--- src/pkg/scu_params.svh ---
`ifndef SCU_PARAMS_SVH
`define SCU_PARAMS_SVH

// Clock and the command-busy low time after a command.
`define SCU_CLK_PERIOD_NS 20
`define SCU_BUSY_TIME_NS 2000
`define SCU_BUSY_CYC ((`SCU_BUSY_TIME_NS + `SCU_CLK_PERIOD_NS - 1) / `SCU_CLK_PERIOD_NS)

// Command argument field positions and limits.
`define SCU_GAIN_LSB 0
`define SCU_GAIN_MSB 3
`define SCU_GAIN_BAD_A 4'h1
`define SCU_GAIN_BAD_B 4'h2
`define SCU_VOL_LSB 0
`define SCU_VOL_MSB 6
`define SCU_SILENCE_MIN 8'h04
`define SCU_AMP_EN_LSB 0
`define SCU_AMP_EN_MSB 1
`define SCU_CLASS_D_BIT 2

// Host register offsets.
`define SCU_REG_CMD 8'h00
`define SCU_REG_STAT 8'h04
`define SCU_REG_IRQ 8'h08
`define SCU_REG_MASK 8'h0C
`define SCU_REG_CTRL 8'h10

// Command register field positions.
`define SCU_CMD_CODE_LSB 0
`define SCU_CMD_CHAN_LSB 4
`define SCU_CMD_ARG_LSB 8
`define SCU_CMD_I2C_BIT 16

// Interrupt bits, mask reset value and bus response codes.
`define SCU_IRQ_DONE 0
`define SCU_IRQ_REFUSED 1
`define SCU_IRQ_RETRY 2
`define SCU_MASK_RST 3'h0
`define SCU_RESP_OKAY 2'h0
`define SCU_RESP_SLVERR 2'h2

`endif

--- src/pkg/scu_pkg.sv ---
`include "scu_params.svh"

package scu_pkg;

  // Host command codes.
  typedef enum logic [3:0] {
    SCU_CMD_NOP = 4'h0,
    SCU_CMD_POWER_UP = 4'h1,
    SCU_CMD_POWER_DOWN = 4'h2,
    SCU_CMD_START = 4'h3,
    SCU_CMD_STOP = 4'h4,
    SCU_CMD_MUTE_INSERT = 4'h5,
    SCU_CMD_LOOP_SET = 4'h6,
    SCU_CMD_LOOP_CLEAR = 4'h7,
    SCU_CMD_CHANNEL_VOLUME = 4'h8,
    SCU_CMD_ANALOG_VOLUME = 4'h9,
    SCU_CMD_AMP = 4'hA,
    SCU_CMD_FLASH_DIRECT = 4'hB
  } scu_cmd_t;

  // Host sequencer states.
  typedef enum logic [4:0] {
    SCU_H_IDLE = 5'h01,
    SCU_H_WAIT_RDY = 5'h02,
    SCU_H_SEND = 5'h04,
    SCU_H_WAIT_LOW = 5'h08,
    SCU_H_WAIT_HIGH = 5'h10
  } scu_host_st_t;

  // Device end state.
  typedef struct packed {
    logic powered;
    logic flash_mode;
    logic [3:0] play;
    logic [3:0] loop;
    logic [3:0] mute_chan;
    logic [7:0] silence_len;
    logic [3:0][6:0] vol;
    logic [3:0] gain;
    logic [1:0] amp_en;
    logic class_d;
    logic cmd_rdy;
    logic pb_busy_n;
    logic ign;
  } scu_dev_state_t;

  // Host end state.
  typedef struct packed {
    scu_host_st_t st;
    logic [3:0] code;
    logic [3:0] chan;
    logic [7:0] arg;
    logic via_i2c;
    logic cmd_valid;
    logic powered;
    logic flash_sent;
    logic dev_rst;
    logic [2:0] irq_stat;
    logic [2:0] irq_mask;
    logic irq;
    logic aw_got;
    logic [7:0] awaddr;
    logic w_got;
    logic [31:0] wdata;
    logic [3:0] wstrb;
    logic awready;
    logic wready;
    logic bvalid;
    logic [1:0] bresp;
    logic arready;
    logic rvalid;
    logic [31:0] rdata;
    logic [1:0] rresp;
  } scu_host_state_t;

  // Busy timer state.
  typedef struct packed {
    logic [15:0] cnt;
    logic busy_n;
  } scu_timer_state_t;

endpackage

--- src/pkg/scu_cmd_if.sv ---
`timescale 1ns/1ps

interface scu_cmd_if;
  logic cmd_valid;
  logic [3:0] cmd_code;
  logic [3:0] cmd_chan;
  logic [7:0] cmd_arg;
  logic cmd_via_i2c;
  logic active_low_reset_pin;
  logic command_busy_n;
  logic playback_busy_n;
  logic next_command_ready;

  modport dev (
    input cmd_valid, cmd_code, cmd_chan, cmd_arg, cmd_via_i2c, active_low_reset_pin,
    output command_busy_n, playback_busy_n, next_command_ready
  );

  modport host (
    output cmd_valid, cmd_code, cmd_chan, cmd_arg, cmd_via_i2c, active_low_reset_pin,
    input command_busy_n, playback_busy_n, next_command_ready
  );
endinterface

--- src/rtl/scu_host_end.sv ---
`timescale 1ns/1ps
`include "scu_params.svh"

module scu_host_end
  import scu_pkg::*;
(
  // Clock, reset and enable.
  input wire logic clk,
  input wire logic srst,
  input wire logic ce,
  // AXI4-Lite write channels.
  input wire logic [7:0] s_axi_awaddr,
  input wire logic s_axi_awvalid,
  output logic s_axi_awready,
  input wire logic [31:0] s_axi_wdata,
  input wire logic [3:0] s_axi_wstrb,
  input wire logic s_axi_wvalid,
  output logic s_axi_wready,
  output logic [1:0] s_axi_bresp,
  output logic s_axi_bvalid,
  input wire logic s_axi_bready,
  // AXI4-Lite read channels.
  input wire logic [7:0] s_axi_araddr,
  input wire logic s_axi_arvalid,
  output logic s_axi_arready,
  output logic [31:0] s_axi_rdata,
  output logic [1:0] s_axi_rresp,
  output logic s_axi_rvalid,
  input wire logic s_axi_rready,
  // Interrupt.
  output logic irq,
  // Command link towards the device.
  scu_cmd_if.host link
);

  // ****************************************************************
  // Declarations
  // ****************************************************************

  scu_host_state_t st_ff;
  scu_host_state_t nxt_st;
  logic aw_now;
  logic w_now;
  logic [7:0] wa;
  logic [31:0] wd;
  logic [3:0] ws;
  logic [2:0] irq_set;
  logic [2:0] irq_clr;
  logic [3:0] rc;
  logic [7:0] ra;
  logic bad;

  assign wa = st_ff.aw_got ? st_ff.awaddr : s_axi_awaddr;
  assign wd = st_ff.w_got ? st_ff.wdata : s_axi_wdata;
  assign ws = st_ff.w_got ? st_ff.wstrb : s_axi_wstrb;
  assign aw_now = st_ff.aw_got | (s_axi_awvalid & st_ff.awready);
  assign w_now = st_ff.w_got | (s_axi_wvalid & st_ff.wready);
  assign rc = wd[`SCU_CMD_CODE_LSB +: 4];
  assign ra = wd[`SCU_CMD_ARG_LSB +: 8];

  // Screen a new command; a refused one never reaches the link.
  assign bad = (st_ff.st != SCU_H_IDLE) | st_ff.dev_rst | st_ff.flash_sent |
    ((rc == SCU_CMD_ANALOG_VOLUME) & ((ra[`SCU_GAIN_MSB:`SCU_GAIN_LSB] == `SCU_GAIN_BAD_A) |
    (ra[`SCU_GAIN_MSB:`SCU_GAIN_LSB] == `SCU_GAIN_BAD_B))) |
    ((rc == SCU_CMD_MUTE_INSERT) & (ra < `SCU_SILENCE_MIN)) |
    ((rc == SCU_CMD_AMP) & ra[`SCU_CLASS_D_BIT] & ra[`SCU_AMP_EN_MSB]) |
    ((rc == SCU_CMD_FLASH_DIRECT) & (~st_ff.powered | wd[`SCU_CMD_I2C_BIT]));

  // ****************************************************************
  // Sequencer and register file
  // ****************************************************************

  always_comb begin
    nxt_st = st_ff;
    irq_set = 3'h0;
    irq_clr = 3'h0;
    // Link handshake: wait ready, send, then see busy fall and rise.
    case (st_ff.st)
      SCU_H_WAIT_RDY: begin
        if (link.command_busy_n) begin
          nxt_st.st = SCU_H_SEND;
        end
      end
      SCU_H_SEND: begin
        nxt_st.st = SCU_H_WAIT_LOW;
        if (st_ff.code == SCU_CMD_POWER_UP) begin
          nxt_st.powered = 1'b1;
        end else if (st_ff.code == SCU_CMD_POWER_DOWN) begin
          nxt_st.powered = 1'b0;
        end else if (st_ff.code == SCU_CMD_FLASH_DIRECT) begin
          nxt_st.flash_sent = 1'b1;
        end
      end
      SCU_H_WAIT_LOW: begin
        if (!link.command_busy_n) begin
          nxt_st.st = SCU_H_WAIT_HIGH;
        end
      end
      SCU_H_WAIT_HIGH: begin
        if (link.command_busy_n) begin
          // After a stop, playback must have ended or the stop goes again.
          if ((st_ff.code == SCU_CMD_STOP) && !link.playback_busy_n) begin
            nxt_st.st = SCU_H_SEND;
            irq_set[`SCU_IRQ_RETRY] = 1'b1;
          end else begin
            nxt_st.st = SCU_H_IDLE;
            irq_set[`SCU_IRQ_DONE] = 1'b1;
          end
        end
      end
      default: begin
        nxt_st.st = SCU_H_IDLE;
      end
    endcase
    // Write channels: address and data are held until both are in.
    if (s_axi_awvalid & st_ff.awready) begin
      nxt_st.aw_got = 1'b1;
      nxt_st.awaddr = s_axi_awaddr;
    end
    if (s_axi_wvalid & st_ff.wready) begin
      nxt_st.w_got = 1'b1;
      nxt_st.wdata = s_axi_wdata;
      nxt_st.wstrb = s_axi_wstrb;
    end
    if (st_ff.bvalid & s_axi_bready) begin
      nxt_st.bvalid = 1'b0;
    end
    if (aw_now & w_now & ~st_ff.bvalid) begin
      nxt_st.aw_got = 1'b0;
      nxt_st.w_got = 1'b0;
      nxt_st.bvalid = 1'b1;
      nxt_st.bresp = `SCU_RESP_OKAY;
      if (wa == `SCU_REG_CMD) begin
        if (&ws[2:0]) begin
          if (bad) begin
            irq_set[`SCU_IRQ_REFUSED] = 1'b1;
          end else begin
            nxt_st.code = rc;
            nxt_st.chan = wd[`SCU_CMD_CHAN_LSB +: 4];
            nxt_st.arg = ra;
            nxt_st.via_i2c = wd[`SCU_CMD_I2C_BIT];
            // A stop does not wait for ready.
            nxt_st.st = (rc == SCU_CMD_STOP) ? SCU_H_SEND : SCU_H_WAIT_RDY;
          end
        end
      end else if (wa == `SCU_REG_STAT) begin
        nxt_st.bresp = `SCU_RESP_OKAY;
      end else if (wa == `SCU_REG_IRQ) begin
        irq_clr = ws[0] ? wd[2:0] : 3'h0;
      end else if (wa == `SCU_REG_MASK) begin
        nxt_st.irq_mask = ws[0] ? wd[2:0] : st_ff.irq_mask;
      end else if (wa == `SCU_REG_CTRL) begin
        nxt_st.dev_rst = ws[0] ? wd[0] : st_ff.dev_rst;
      end else begin
        nxt_st.bresp = `SCU_RESP_SLVERR;
      end
    end
    // A device reset forgets power-up and flash mode.
    if (st_ff.dev_rst) begin
      nxt_st.powered = 1'b0;
      nxt_st.flash_sent = 1'b0;
    end
    // Read channels.
    if (st_ff.rvalid & s_axi_rready) begin
      nxt_st.rvalid = 1'b0;
    end
    if (s_axi_arvalid & st_ff.arready) begin
      nxt_st.rvalid = 1'b1;
      nxt_st.rresp = `SCU_RESP_OKAY;
      nxt_st.rdata = 32'h00000000;
      if (s_axi_araddr == `SCU_REG_CMD) begin
        nxt_st.rdata = {15'h0000, st_ff.via_i2c, st_ff.arg, st_ff.chan, st_ff.code};
      end else if (s_axi_araddr == `SCU_REG_STAT) begin
        nxt_st.rdata = {27'h0000000, st_ff.flash_sent, st_ff.powered,
          ~link.playback_busy_n, ~link.command_busy_n, st_ff.st != SCU_H_IDLE};
      end else if (s_axi_araddr == `SCU_REG_IRQ) begin
        nxt_st.rdata = {29'h00000000, st_ff.irq_stat};
      end else if (s_axi_araddr == `SCU_REG_MASK) begin
        nxt_st.rdata = {29'h00000000, st_ff.irq_mask};
      end else if (s_axi_araddr == `SCU_REG_CTRL) begin
        nxt_st.rdata = {31'h00000000, st_ff.dev_rst};
      end else begin
        nxt_st.rresp = `SCU_RESP_SLVERR;
      end
    end
    // A new event beats a clear in the same cycle.
    nxt_st.irq_stat = (st_ff.irq_stat & ~irq_clr) | irq_set;
    nxt_st.irq = |(nxt_st.irq_stat & nxt_st.irq_mask);
    nxt_st.cmd_valid = (nxt_st.st == SCU_H_SEND);
    nxt_st.awready = ~nxt_st.aw_got & ~nxt_st.bvalid;
    nxt_st.wready = ~nxt_st.w_got & ~nxt_st.bvalid;
    nxt_st.arready = ~nxt_st.rvalid;
  end

  // State register.
  always_ff @(posedge clk) begin
    if (srst) begin
      st_ff <= '0;
      st_ff.st <= SCU_H_IDLE;
      st_ff.irq_mask <= `SCU_MASK_RST;
    end else if (ce) begin
      st_ff <= nxt_st;
    end
  end

  // ****************************************************************
  // Outputs
  // ****************************************************************

  assign s_axi_awready = st_ff.awready;
  assign s_axi_wready = st_ff.wready;
  assign s_axi_bvalid = st_ff.bvalid;
  assign s_axi_bresp = st_ff.bresp;
  assign s_axi_arready = st_ff.arready;
  assign s_axi_rvalid = st_ff.rvalid;
  assign s_axi_rdata = st_ff.rdata;
  assign s_axi_rresp = st_ff.rresp;
  assign irq = st_ff.irq;
  assign link.cmd_valid = st_ff.cmd_valid;
  assign link.cmd_code = st_ff.code;
  assign link.cmd_chan = st_ff.chan;
  assign link.cmd_arg = st_ff.arg;
  assign link.cmd_via_i2c = st_ff.via_i2c;
  assign link.active_low_reset_pin = ~st_ff.dev_rst;

endmodule

--- src/flat_wrapper.sv ---
// flat-port wrapper written by rule: the top's interface ports become plain ports
module scu_host_end_flat import scu_pkg::*;
  (clk, srst, ce, s_axi_awaddr, s_axi_awvalid, s_axi_awready, s_axi_wdata, s_axi_wstrb, s_axi_wvalid, s_axi_wready, s_axi_bresp, s_axi_bvalid, s_axi_bready, s_axi_araddr, s_axi_arvalid, s_axi_arready, s_axi_rdata, s_axi_rresp, s_axi_rvalid, s_axi_rready, irq, link_cmd_valid, link_cmd_code, link_cmd_chan, link_cmd_arg, link_cmd_via_i2c, link_active_low_reset_pin, link_command_busy_n, link_playback_busy_n, link_next_command_ready);
  scu_cmd_if link_i ();
  input wire logic clk;
  input wire logic srst;
  input wire logic ce;
  input wire logic [7:0] s_axi_awaddr;
  input wire logic s_axi_awvalid;
  output logic s_axi_awready;
  input wire logic [31:0] s_axi_wdata;
  input wire logic [3:0] s_axi_wstrb;
  input wire logic s_axi_wvalid;
  output logic s_axi_wready;
  output logic [1:0] s_axi_bresp;
  output logic s_axi_bvalid;
  input wire logic s_axi_bready;
  input wire logic [7:0] s_axi_araddr;
  input wire logic s_axi_arvalid;
  output logic s_axi_arready;
  output logic [31:0] s_axi_rdata;
  output logic [1:0] s_axi_rresp;
  output logic s_axi_rvalid;
  input wire logic s_axi_rready;
  output logic irq;
  output wire logic [$bits(link_i.cmd_valid)-1:0] link_cmd_valid;
  output wire logic [$bits(link_i.cmd_code)-1:0] link_cmd_code;
  output wire logic [$bits(link_i.cmd_chan)-1:0] link_cmd_chan;
  output wire logic [$bits(link_i.cmd_arg)-1:0] link_cmd_arg;
  output wire logic [$bits(link_i.cmd_via_i2c)-1:0] link_cmd_via_i2c;
  output wire logic [$bits(link_i.active_low_reset_pin)-1:0] link_active_low_reset_pin;
  input wire logic [$bits(link_i.command_busy_n)-1:0] link_command_busy_n;
  input wire logic [$bits(link_i.playback_busy_n)-1:0] link_playback_busy_n;
  input wire logic [$bits(link_i.next_command_ready)-1:0] link_next_command_ready;
  assign link_cmd_valid = link_i.cmd_valid;
  assign link_cmd_code = link_i.cmd_code;
  assign link_cmd_chan = link_i.cmd_chan;
  assign link_cmd_arg = link_i.cmd_arg;
  assign link_cmd_via_i2c = link_i.cmd_via_i2c;
  assign link_active_low_reset_pin = link_i.active_low_reset_pin;
  assign link_i.command_busy_n = link_command_busy_n;
  assign link_i.playback_busy_n = link_playback_busy_n;
  assign link_i.next_command_ready = link_next_command_ready;
  scu_host_end u_core (.clk(clk), .srst(srst), .ce(ce), .s_axi_awaddr(s_axi_awaddr), .s_axi_awvalid(s_axi_awvalid), .s_axi_awready(s_axi_awready), .s_axi_wdata(s_axi_wdata), .s_axi_wstrb(s_axi_wstrb), .s_axi_wvalid(s_axi_wvalid), .s_axi_wready(s_axi_wready), .s_axi_bresp(s_axi_bresp), .s_axi_bvalid(s_axi_bvalid), .s_axi_bready(s_axi_bready), .s_axi_araddr(s_axi_araddr), .s_axi_arvalid(s_axi_arvalid), .s_axi_arready(s_axi_arready), .s_axi_rdata(s_axi_rdata), .s_axi_rresp(s_axi_rresp), .s_axi_rvalid(s_axi_rvalid), .s_axi_rready(s_axi_rready), .irq(irq), .link(link_i));
endmodule
--- config.mk ---
export PLATFORM = sky130hd
export DESIGN_NAME = scu_host_end_flat
export DESIGN_NICKNAME = d
export VERILOG_FILES = /design/src/pkg/scu_pkg.sv /design/src/pkg/scu_cmd_if.sv /design/src/rtl/scu_host_end.sv /design/src/flat_wrapper.sv
export VERILOG_INCLUDE_DIRS = /design/src /design/src/pkg
export SDC_FILE = /design/constraint.sdc
export NUM_CORES = 1
export LEC_CHECK = 0
export ABC_AREA = 0
export BUFFER_PORTS_ARGS = -buffer_cell sky130_fd_sc_hd__buf_2
export CORE_ASPECT_RATIO = 1.1
export CORE_MARGIN = 5
export CORE_UTILIZATION = 30
export DETAILED_ROUTE_END_ITERATION = 10
export GPL_TIMING_DRIVEN = 1
export PLACE_DENSITY = 0.57
export SETUP_SLACK_MARGIN = 0.2
export SYNTH_ARGS = -nofsm -noshare
export SYNTH_HDL_FRONTEND = slang
export SYNTH_SLANG_ARGS = --single-unit
--- constraint.sdc ---
create_clock -name clk -period 7.1 [get_ports clk]
set_clock_uncertainty 0.15 [all_clocks]
set_input_delay 1.065 -clock clk [delete_from_list [all_inputs] [get_ports clk]]
set_output_delay 1.065 -clock clk [all_outputs]
set_load 0.03 [all_outputs]
# == Yosys cells after proc, flatten, opt, wreduce, memory -nomap -nowiden ==
# Cells that the tools add are included.
# word_totals
regBits,120
out_inout_bits,61
# op_classes
order_cmp,1
n_eq_ne,27
mux,64
n_bitwise,42
n_reduce_logical,17
# ops
op,count
2-to-1 mux 32 bit,4
2-to-1 mux 22 bit,4
2-to-1 mux 3 bit,15
2-to-1 mux 37 bit,1
2-to-1 mux 35 bit,1
equality test 8 x 4 -> 1 bit (second input constant),4
2-to-1 mux 2 bit,12
2-to-1 mux 1 bit,20
case mux 5 bit (4 select lines),1
2-to-1 mux 17 bit,1
equality test 4 bit (second input constant),4
equality test 8 x 3 -> 1 bit (second input constant),2
equality test 8 x 5 -> 1 bit (second input constant),2
logical NOT 8 bit,2
2-to-1 mux 5 bit,3
AND 1 bit,14
inverter 1 bit,14
equality test 4 x 3 -> 1 bit (second input constant),3
equality test 5 x 3 -> 1 bit (second input constant),2
OR 1 bit,10
2-to-1 mux 9 bit,1
equality test 4 x 1 -> 1 bit (second input constant),2
equality test 4 x 2 -> 1 bit (second input constant),2
less-than comparator 8 x 3 -> 1 bit (second input constant),1
19 further kinds,26

# == Depth between registers and ports, before layout ==
# Gate-level depths: netlist (run 1).
# depth
depth_word,15
mapped_depth,10

# == Worst setup path after synthesis (run 1) ==
# Ideal clock, no wire load.
# synth_timing
path_type,input port to flip-flop
start,in s_axi_awaddr[5]
end,reg u_core.st_ff[116] in the netlist's numbering
setup_ps,70
t_arrival_ps,2888
required_ps,6880
path_slack_ps,3992
cell_stages,8
n_path_buf,1
path_cell_list,or4_4 > o22ai_2 > nand2_2 > nand4bb_1 > or3b_4 > buf_6 > a41o_1 > a21oi_1
# synth_between
elab_chain_cells,4
# synth_lines
item,line,rtl
from (decl),flat_wrapper.sv:8,input wire logic [7:0] s_axi_awaddr;
2-to-1 mux 8 bit,scu_host_end.sv:53,assign wa = st_ff.aw_got ? st_ff.awaddr : s_axi_awaddr;
logical NOT 8 bit (no source line),-,
2-to-1 mux 22 bit,scu_host_end.sv:133,if (wa == `SCU_REG_CMD) begin
2-to-1 mux 22 bit,scu_host_end.sv:128,if (aw_now & w_now & ~st_ff.bvalid) begin
to (signal assigned),scu_host_end.sv:202,st_ff <= nxt_st;
to (decl),scu_host_end.sv:40,scu_host_state_t st_ff;
# No other way between the ends.
# A chain may end at the register's enable or synchronous reset.

# == Final worst setup path (run 1) ==
# layout_timing
start,in s_axi_awaddr[1]
end,"reg u_core.st_ff, in the netlist u_core.link.cmd_code[3]"
# layout_between
elab_chain_cells,3
# layout_lines
item,line
2-to-1 mux 8 bit,scu_host_end.sv:53
logical NOT 8 bit (no source line),-
AND reduction 7 bit (no source line),-
# No other way between the ends.

==> flow_summary.ini, run 1 <==
[setup_path]
crit_start = s_axi_awaddr[1]
r2r-start = u_core.st_ff[86]
crit_end = u_core.link.cmd_code[3]
regToRegSetupSlack_ns = 4.20
arrival_ns = 3.34
startpoint_type = input port
crit_chain = buf_2 > or4_1 > o22ai_1 > nand2_1 > nand4bb_1 > or3b_4 > or2_2 > a21oi_1
worstPathRequired_ns = 7.21
criticalPathCategory = in -> reg
crit_slowest_cell = or3b_4
max_stage_delay_ns = 0.57
critPathMaxFanout = 21
rr_endpoint = u_core.link.cmd_code[3]
r2r_cells = 7
cp-end-kind = flip-flop

[floorplanning]
initial_core_util_pct = 30.2
die_x_um = 127
core_area_sq_mm = 0.0149
fp.dieArea_sq_mm = 0.0176
ios = 124
die_h_um = 139
num_rows = 47

[clock_network]
cts_tree = yes
clock-root-buffer = clkbuf_16
cts_hold_buf = 0
post_cts_buffers = 0
cts.clk_slew.worst_paths_ns = 0.07
max-clock-path-buffers = 2
cts_num_sinks = 87
cts.repair.resized = 0
cts_buffers = 9
clk_latency_ns = 0.34
h-tree-depth = 3

[drt]
detail_route.vias_per_cell = 4.89
ant_nets = 0
first_pass_iters = 5
dr_wl_met3_um = 983
wl_um = 11600
m1WireLength_um = 4800
drc = 0
vias = 3858
first_iter_violations = 228
wl_met2_um = 5520
routedWlPerCell_um = 14.7
routed.top_layer = met5

[sta]
setup_ws_ns = 3.87
hold_viol = 0
period_needed_ns = 3.23
slew_headroom_pct = 31.2
clock.fmax_mhz = 310
period_share_pct = 45.4
whs_ns = 0.298
tns_ns = 0
rsz0062_at_grt = false
finalSetupViolCount = 0
slew_violations = 0
tightest_slew_ns = 1.02

[finish]
fin_area_sq_mm = 0.00502
fin_cells = 789
final_core_util_pct = 33.6
drive_gt1_share_pct = 23.0
ff_latch_area_sq_mm = 0.00174
syn_to_final_growth_pct = 11.3
final_nets = 650
fillers = 1597
multi_input_area_sq_mm = 0.00227

[place]
dp_hpwl_um = 8450
placedCellCount = 772
globalplace.congestion = 0.812
place_area_sq_mm = 0.00475
dp_slack_ns = 3.50
portBuffers = 89

[logic_synthesis]
synth-edff-count = 0
synth_top_area_share_pct = 38.6
avgSynthCellArea_sq_um = 8.15
yosys_warnings = 0
synthTopCellsByArea = dfxtp_1 39%, buf_4 8.6%, nand2_1 8.4%, a21oi_1 7.1%, mux2i_1 6.4%
ys_dominant_reg_cell = dfxtp_1
ys_ff_latch = 87
yosysSeqAreaShare_pct = 38.6
synth_area_leader_cell = dfxtp_1
netlist_instances = 554
async_flop_share_pct = 0
synth_cell_types = 53
syn_area_sq_mm = 0.00451

[global_route]
antenna_found_initial = 3
grt_max_degree = 76
grt_pass1_wl_um = 19000
overflow = 0
globalRouteTotalUtil_pct = 13.1
grt_pass1_vias = 3749

[pwr]
p_leak_nw = 2.01
irDropWorstVdd_mv = 0.109
p_per_area_mw_per_mm2 = 208
finalPower_mw = 1.05

[run]
cap_violations = 0

[outcome]
status = completed

[worst_hold_path]
hp-class = reg -> reg
## where the power goes
group	total (mW)	internal (mW)	switching, mW
logic	0.104	0.0360	0.0682
registers	0.502	0.496	0.00651
clock network	0.441	0.239	0.202
total	1.05	0.771	0.276
## flip-flops by register name, summed over array words and instances, names as in the netlist
| name | flops |
|---|---|
| u_core.s_axi_wready | 1 |
| u_core.st_ff | 44 |
| u_core.s_axi_awready | 1 |
| u_core.s_axi_rvalid | 1 |
| u_core.link.cmd_via_i2c | 1 |
| u_core.irq | 1 |
| u_core.s_axi_bresp | 1 |
| u_core.link.cmd_code | 4 |
| u_core.link.cmd_chan | 4 |
| u_core.s_axi_bvalid | 1 |
| u_core.s_axi_rdata | 17 |
| u_core.link.cmd_valid | 1 |
| u_core.link.cmd_arg | 8 |
| u_core.s_axi_rresp | 1 |
| u_core.s_axi_arready | 1 |
## metal layers
metal | vias up | global-route usage [%]
li1 | 1905 | -
met1 | 1805 | 15.9
met2 | 122 | 21.9
met3 | 22 | 3.85
met4 | 4 | 4.80
met5 | - | 0
## cell families (layout without fill, tap and decap cells)
family                 after synthesis  in the layout  synth area share (%)
AND/OR/NAND/NOR                    217            217                  22.2
multiplexers                        48             48                  11.9
other                                1             18                0.0831
XOR/XNOR                             5              5                 0.971
buffers and inverters               93            115                  12.5
AO/OA/AOI/OAI                      103            103                  13.8
flip-flops                          87             87                  38.6
## placed cells by master (no fill, tap or decap), types with 2 or more instances in the layout
cell type   Yosys  final
nand2_1       101    101
nor4_1          3      3
and3_1          4      4
clkinvlp_4      0      2
a21boi_0        2      2
a22oi_1         3      3
o21ai_0         8      8
nor2b_1         3      3
buf_2           3     89
o31ai_1         3      3
nand2b_1        6      6
clkinv_4        0      2
conb_1          1     17
a21oi_1        64     64
or4_1           5      5
xor2_1          2      2
clkbuf_16       0      9
mux4_2          3      3
xnor2_1         3      3
o31a_1          2      2
nor4bb_1        2      2
nor4b_1         3      3
o41ai_1         4      4
o211ai_1        2      2
nor2_1         49     49
inv_1           8      8
nand4b_1        2      2
nor3_1         11     11
o22ai_1         2      2
nand3_1        14     14
or2_2           4      4
a211oi_1        3      3
and2_1          2      2
or4b_1          2      2
mux2i_1        29     29
mux2_2         16     16
buf_4          52      2
dfxtp_1        87     87
## how the worst min path moves through the flow
| stage | end | slack, ns | startpoint | depth (start not counted) |
|---|---|---|---|---|
| floorplan | u_core.st_ff[83] | 0.28 | u_core.st_ff[83] | 2 |
| global placement | u_core.s_axi_rdata[5] | 0.29 | u_core.s_axi_rdata[5] | 2 |
| detailed placement | u_core.st_ff[50] | 0.29 | u_core.st_ff[50] | 2 |
| CTS | u_core.s_axi_rdata[0] | 0.30 | u_core.s_axi_rdata[0] | 2 |
| global route | u_core.st_ff[50] | 0.32 | u_core.st_ff[50] | 2 |
| finish | u_core.s_axi_rdata[0] | 0.30 | u_core.s_axi_rdata[0] | 2 |
## cells in the mapped netlist (2+ instances only)
master    count
nor4bb_1      2
and3_1        4
or4_1         5
o31ai_1       3
buf_6         2
mux4_2        3
clkbuf_1     28
nor3_1       11
nand4b_1      2
dfxtp_1      87
nor2_1       49
a21boi_0      2
nor4b_1       3
and2_1        2
o22ai_1       2
mux2_2       16
a211oi_1      3
a22oi_1       3
nand2b_1      6
mux2i_1      29
o41ai_1       4
buf_2         3
inv_1         8
nand2_1     101
o21ai_0       8
xor2_1        2
nand3_1      14
or4b_1        2
buf_4        52
xnor2_1       3
nor4_1        3
o31a_1        2
a21oi_1      64
or2_2         4
o211ai_1      2
nor2b_1       3
## layout make-up
class / count / area share, %
clock buffer: 10 / 4.56
antenna: 1 / 0.0498
inverter: 8 / 0.598
timing repair buffer: 91 / 9.17
multi-input combinational: 390 / 45.2
tap: 196 / 4.88
sequential: 87 / 34.7
clock inverter: 6 / 0.922
## critical path, delay by kind of cell
family                 cells  cell delay, ns
AND/OR/NAND/NOR            5            1.80
AO/OA/AOI/OAI              2            0.36
buffers and inverters      1            0.11
(Power assumes the default switching activity.)
==> run 2, diff against run 1 <==
clock period = 3.08 ns   (was 7.1 ns; I/O delays follow)
==> run 2 against run 1 <==
Count of clock-buffer cells in the layout unchanged. Register-to-register slack worse by 3.8 ns. Routed wire length up 1.7%. Via count shrank 0.49%. Combinational power increased by 140%. Critical endpoint is now u_core.link.cmd_arg[6]. Largest cell class unchanged.
==> flow_summary.ini, run 2 (same netlist as run 1, synthesis figures left out) <==
[outcome]
status = completed

[pwr]
p_leak_nw = 2.09
power_frac_clock_pct = 45.6
p_comb_share_pct = 9.6
irDropWorstVdd_mv = 0.238
finalPower_mw = 2.59
intPower_mw = 1.95
p_per_area_mw_per_mm2 = 502
swShare_pct = 24.8
p_seq_share_pct = 44.8
power_switching_uw = 640

[drt]
detail_route.vias_per_cell = 4.81
ant_nets = 0
routedWlPerCell_um = 14.7
drc = 0
wl_um = 11800
m1WireLength_um = 5160
first_pass_iters = 4
dr_wl_met3_um = 780
first_iter_violations = 200
wl_met2_um = 5640
vias = 3839
routed.top_layer = met5

[clock_network]
cts_num_sinks = 87
h-tree-depth = 3
cts_hold_buf = 0
clk_latency_ns = 0.35
clock-root-buffer = clkbuf_16
cts_tree = yes
cts.clk_slew.worst_paths_ns = 0.06
cts_buffers = 9
max-clock-path-buffers = 2

[sta]
period_share_pct = 88.3
slew_headroom_pct = 52.2
slew_violations = 0
rsz0062_at_grt = false
clock.fmax_mhz = 368
tightest_slew_ns = 0.717
hold_viol = 0
finalSetupViolCount = 0
period_needed_ns = 2.72
tns_ns = 0

[setup_path]
startpoint_type = flip-flop
r2r-start = u_core.st_ff[86]
arrival_ns = 2.79
critPathBufInv = 1
r2r_cells = 8
cp-end-kind = flip-flop
worstPathRequired_ns = 3.16
rr_endpoint = u_core.link.cmd_arg[6]
max_stage_delay_ns = 0.51
regToRegSetupSlack_ns = 0.36
critPathMaxFanout = 12
criticalPathCategory = reg -> reg
crit_start = u_core.st_ff[86]
crit_slowest_cell = or4b_1
critPathTopFamily = simple AND/OR/NAND/NOR gates
crit_chain = or4b_1 > o22ai_2 > nand2_2 > nand4bb_1 > or3b_4 > buf_4 > mux2i_1 > nor2_1

[global_route]
antenna_found_initial = 2
globalRouteTotalUtil_pct = 13.0
grt_max_degree = 37
overflow = 0
grt_pass1_vias = 3673
grt_pass1_wl_um = 18600

[floorplanning]
num_rows = 47
fp.dieArea_sq_mm = 0.0176
die_x_um = 127
core_area_sq_mm = 0.0149
ios = 124
die_h_um = 139
initial_core_util_pct = 30.2

[finish]
regMostFlops = u_core.st_ff
final_core_util_pct = 34.5
layout_commonest_cell = nand2_1
final_cell_mix = 101 x nand2_1, 89 x buf_2, 86 x dfxtp_1
largest_reg_flops = 44
diodes = 0
drive_gt1_share_pct = 24.6
final_nets = 660
syn_to_final_growth_pct = 14.1

[place]
dp_hpwl_um = 8780
globalplace.congestion = 0.784
portBuffers = 89

[worst_hold_path]
hold_end = u_core.st_ff[83]
hp-class = in -> reg
min_from = s_axi_awaddr[5]
hold_depth = 3

[run]
cap_violations = 0
[run 2: worst max path at each step]
stage               cells after the start                     end  slack, ns
CTS                                     8  u_core.link.cmd_arg[6]       0.31
global placement                        9  u_core.link.cmd_arg[5]       0.15
floorplan                               8       u_core.st_ff[116]       0.57
detailed placement                      9  u_core.link.cmd_arg[6]       0.12
global route                            8  u_core.link.cmd_arg[6]       0.23
finish                                  8  u_core.link.cmd_arg[6]       0.36
[run 2: area by class of cell]
type	count	area (sq um)
clock buffer	10	229
clock inverter	6	92.6
fill	1575	9790
inverter	8	30.0
multi-input combinational	390	2270
sequential	87	1740
tap	196	245
timing repair buffer	101	536
[run 2: routing by layer]
| metal | GRT usage [%] | up-vias |
|---|---|---|
| met5 | 0 | - |
| met4 | 4.40 | 4 |
| met3 | 3.58 | 16 |
| met2 | 21.7 | 100 |
| met1 | 16.3 | 1791 |
| li1 | - | 1928 |
[run 2: through the flow]
stage	setup slack, ns	instances	hold slack, ns	cell area (sq um)
2_1_floorplan	0.575	570	0.281	4570
3_3_place_gp	0.152	782	0.288	4820
3_5_place_dp	0.117	782	0.293	4820
4_1_cts	0.308	798	0.203	5140
5_1_grt	0.233	798	0.216	5150
6_report	0.362	798	0.214	5150
[run 2: repair_timing]
| action | CTS | global route |
|---|---|---|
| setup buffers | 0 | 0 |
| resized for setup | 1 | 1 |
| pin swaps | 0 | 0 |
| endpoints found under the setup margin | 2 | 7 |
[run 2: power by group through the flow]
stage	Combinational, mW	Clock [mW]	Sequential, mW
detailed placement	0.249	0	1.18
global route	0.274	1.26	1.16
floorplan	0.176	0	1.19
global placement	0.244	0	1.18
finish	0.249	1.18	1.16
CTS	0.250	1.21	1.16
[run 2: tightest hold or removal path, stage by stage]
cell     delay (ns)
buf_2          0.10
nand2_1        0.05
a21oi_1        0.05
==> run 3, diff against run 2 <==
ABC_AREA = 1   (was 0)
PLACE_DENSITY = 0.56   (was 0.57)
==> run 3 against run 2 <==
Synthesized cell count is 23% higher. Fmax rose by 9.3%. Core utilization shrank 0.19 points. Via count rose by 9.8%. Register-to-register slack better by 0.23 ns. Final area is 0.63% higher. Sequential share of layout area down 0.24 points. Global-route usage up 0.84 points. First-iteration DRC count grew 51%. Count of clock-buffer cells in the layout up 1. Non-clock buffer count down 3. Sequential power barely moved. Largest cell class unchanged. Highest routed layer unchanged.
==> flow_summary.ini, run 3 <==
[outcome]
status = completed

[finish]
multi_input_area_sq_mm = 0.00207
final_cell_mix = 123 x nand2_1, 89 x buf_2, 87 x dfxtp_1
largest_reg_flops = 44
layout_commonest_cell = nand2_1
fillers = 1633
final_nets = 788
diodes = 0
regMostFlops = u_core.st_ff
drive_gt1_share_pct = 17.5
syn_to_final_growth_pct = 11.5
ff_latch_area_sq_mm = 0.00174
fin_cells = 926

[global_route]
grt_max_degree = 42
grt_pass1_wl_um = 20200
grt_pass1_vias = 3946
overflow = 0
antenna_found_initial = 3
globalRouteTotalUtil_pct = 13.9

[logic_synthesis]
synthTopCellsByCount = 123 x nand2_1, 87 x dfxtp_1, 81 x o21ai_0
avgSynthCellArea_sq_um = 6.81
syn_area_sq_mm = 0.00465
synth_cell_types = 38
ys_ff_latch = 87
synth_area_leader_cell = dfxtp_1
synth_top_area_share_pct = 37.5
yosysSeqAreaShare_pct = 37.5
async_flop_share_pct = 0
synth-edff-count = 0
synthTopCellsByArea = dfxtp_1 37%, nand2_1 9.9%, buf_4 8.7%, o21ai_0 8.7%, inv_1 6.3%
yosys_warnings = 0
ys_dominant_reg_cell = dfxtp_1
yosysMostFrequentCell = nand2_1
netlist_instances = 683

[sta]
period_needed_ns = 2.49
tightest_slew_ns = 1.02
finalSetupViolCount = 0
tns_ns = 0
setup_ws_ns = 0.594
slew_headroom_pct = 31.6
hold_viol = 0
slew_violations = 0
clock.fmax_mhz = 402
period_share_pct = 80.7
whs_ns = 0.247
rsz0062_at_grt = false

[clock_network]
cts_hold_buf = 0
cts.clk_slew.worst_paths_ns = 0.06
post_cts_buffers = 0
clock-root-buffer = clkbuf_16
clk_latency_ns = 0.34
cts.repair.resized = 0
cts_num_sinks = 87
cts_tree = yes
cts_buffers = 9
max-clock-path-buffers = 2
h-tree-depth = 3

[drt]
wl_um = 12400
ant_nets = 0
first_pass_iters = 4
drc = 0
detail_route.vias_per_cell = 4.55
first_iter_violations = 301
vias = 4217
routedWlPerCell_um = 13.4

[setup_path]
critPathTopFamily = simple AND/OR/NAND/NOR gates
r2r-start = u_core.st_ff[77]
max_stage_delay_ns = 0.63
crit_slowest_cell = dfxtp_1
crit_end = u_core.link.cmd_code[0]
crit_chain = buf_4 > nand2_1 > nand2_1 > nor2_1 > nand3_1 > nand2_1 > nand2_1 > nand2_1 > inv_1 > nand3_2 > buf_4 > o21ai_0 > a21oi_1
r2r_cells = 13
arrival_ns = 2.57
worst-path-stages = 13
regToRegSetupSlack_ns = 0.59
cp-end-kind = flip-flop
worstPathRequired_ns = 3.16
crit_start = u_core.st_ff[77]
critPathMaxFanout = 18
criticalPathCategory = reg -> reg
rr_endpoint = u_core.link.cmd_code[0]
crit_path_frequent_cell = nand2_1
startpoint_type = flip-flop
critPathBufInv = 3

[floorplanning]
fp.dieArea_sq_mm = 0.0181
die_x_um = 129
ios = 124
initial_core_util_pct = 30.8
core_area_sq_mm = 0.0151
die_h_um = 141
num_rows = 47

[place]
dp_hpwl_um = 9440
placedCellCount = 910
portBuffers = 89
globalplace.congestion = 0.790
dp_slack_ns = 0.604

[pwr]
p_leak_nw = 2.39
p_per_area_mw_per_mm2 = 497
irDropWorstVdd_mv = 0.259

[worst_hold_path]
hp-class = in -> reg

[run]
cap_violations = 0
-- run 3: final cells by class --
cell class | instances | share of cell area (%)
clock inverters | 5 | 0.773
clock buffers | 11 | 4.88
repair buffers | 98 | 9.90
multi-input cells | 447 | 40.0
well taps | 196 | 4.73
flip-flops and latches | 87 | 33.6
inverters | 82 | 6.08
-- run 3: power breakdown --
part,switching [mW],internal [mW]
combinational,0.224,0.0964
clock,0.473,0.597
sequential,0.0233,1.16
-- run 3: how the worst min path moves through the flow --
stage	start	endpoint	slack [ns]	depth (start not counted)
finish	s_axi_rready	u_core.s_axi_arready	0.25	3
global route	s_axi_rready	u_core.s_axi_arready	0.27	3
CTS	s_axi_rready	u_core.s_axi_arready	0.23	3
detailed placement	u_core.st_ff[57]	u_core.st_ff[57]	0.28	2
global placement	u_core.st_ff[57]	u_core.st_ff[57]	0.28	2
floorplan	u_core.st_ff[80]	u_core.st_ff[80]	0.27	2
-- run 3: tightest hold or removal path, cell delays in order --
cell and delay, ns:
buf_2 0.08, o31ai_1 0.07, nor2_1 0.08
-- run 3: per-layer routing --
metal | part of all wire, % | vias to the layer above | GRT usage, %
li1 | - | 2225 | -
met1 | 47 | 1868 | 18.6
met2 | 44 | 96 | 20.9
met3 | 7.2 | 22 | 4.01
met4 | 1.9 | 6 | 5.42
met5 | 0.27 | - | 0
-- run 3: kinds of logic after synthesis --
logic type | Yosys count | synth area share (%)
other | 1 | 0.0807
buffers and inverters | 165 | 19.2
DFF | 87 | 37.5
and+or+nand+nor | 269 | 24.9
AOI/OAI and AO/OA | 161 | 18.4
-- run 3: stage by stage --
step | area (sq um) | power [mW] | utilization (%)
2_1_floorplan | 4710 | 1.46 | -
3_3_place_gp | 4890 | 1.53 | 32.4
3_5_place_dp | 4890 | 1.53 | 32.4
4_1_cts | 5180 | 2.61 | 34.3
5_1_grt | 5180 | 2.70 | 34.3
6_report | 5180 | 2.58 | 34.3
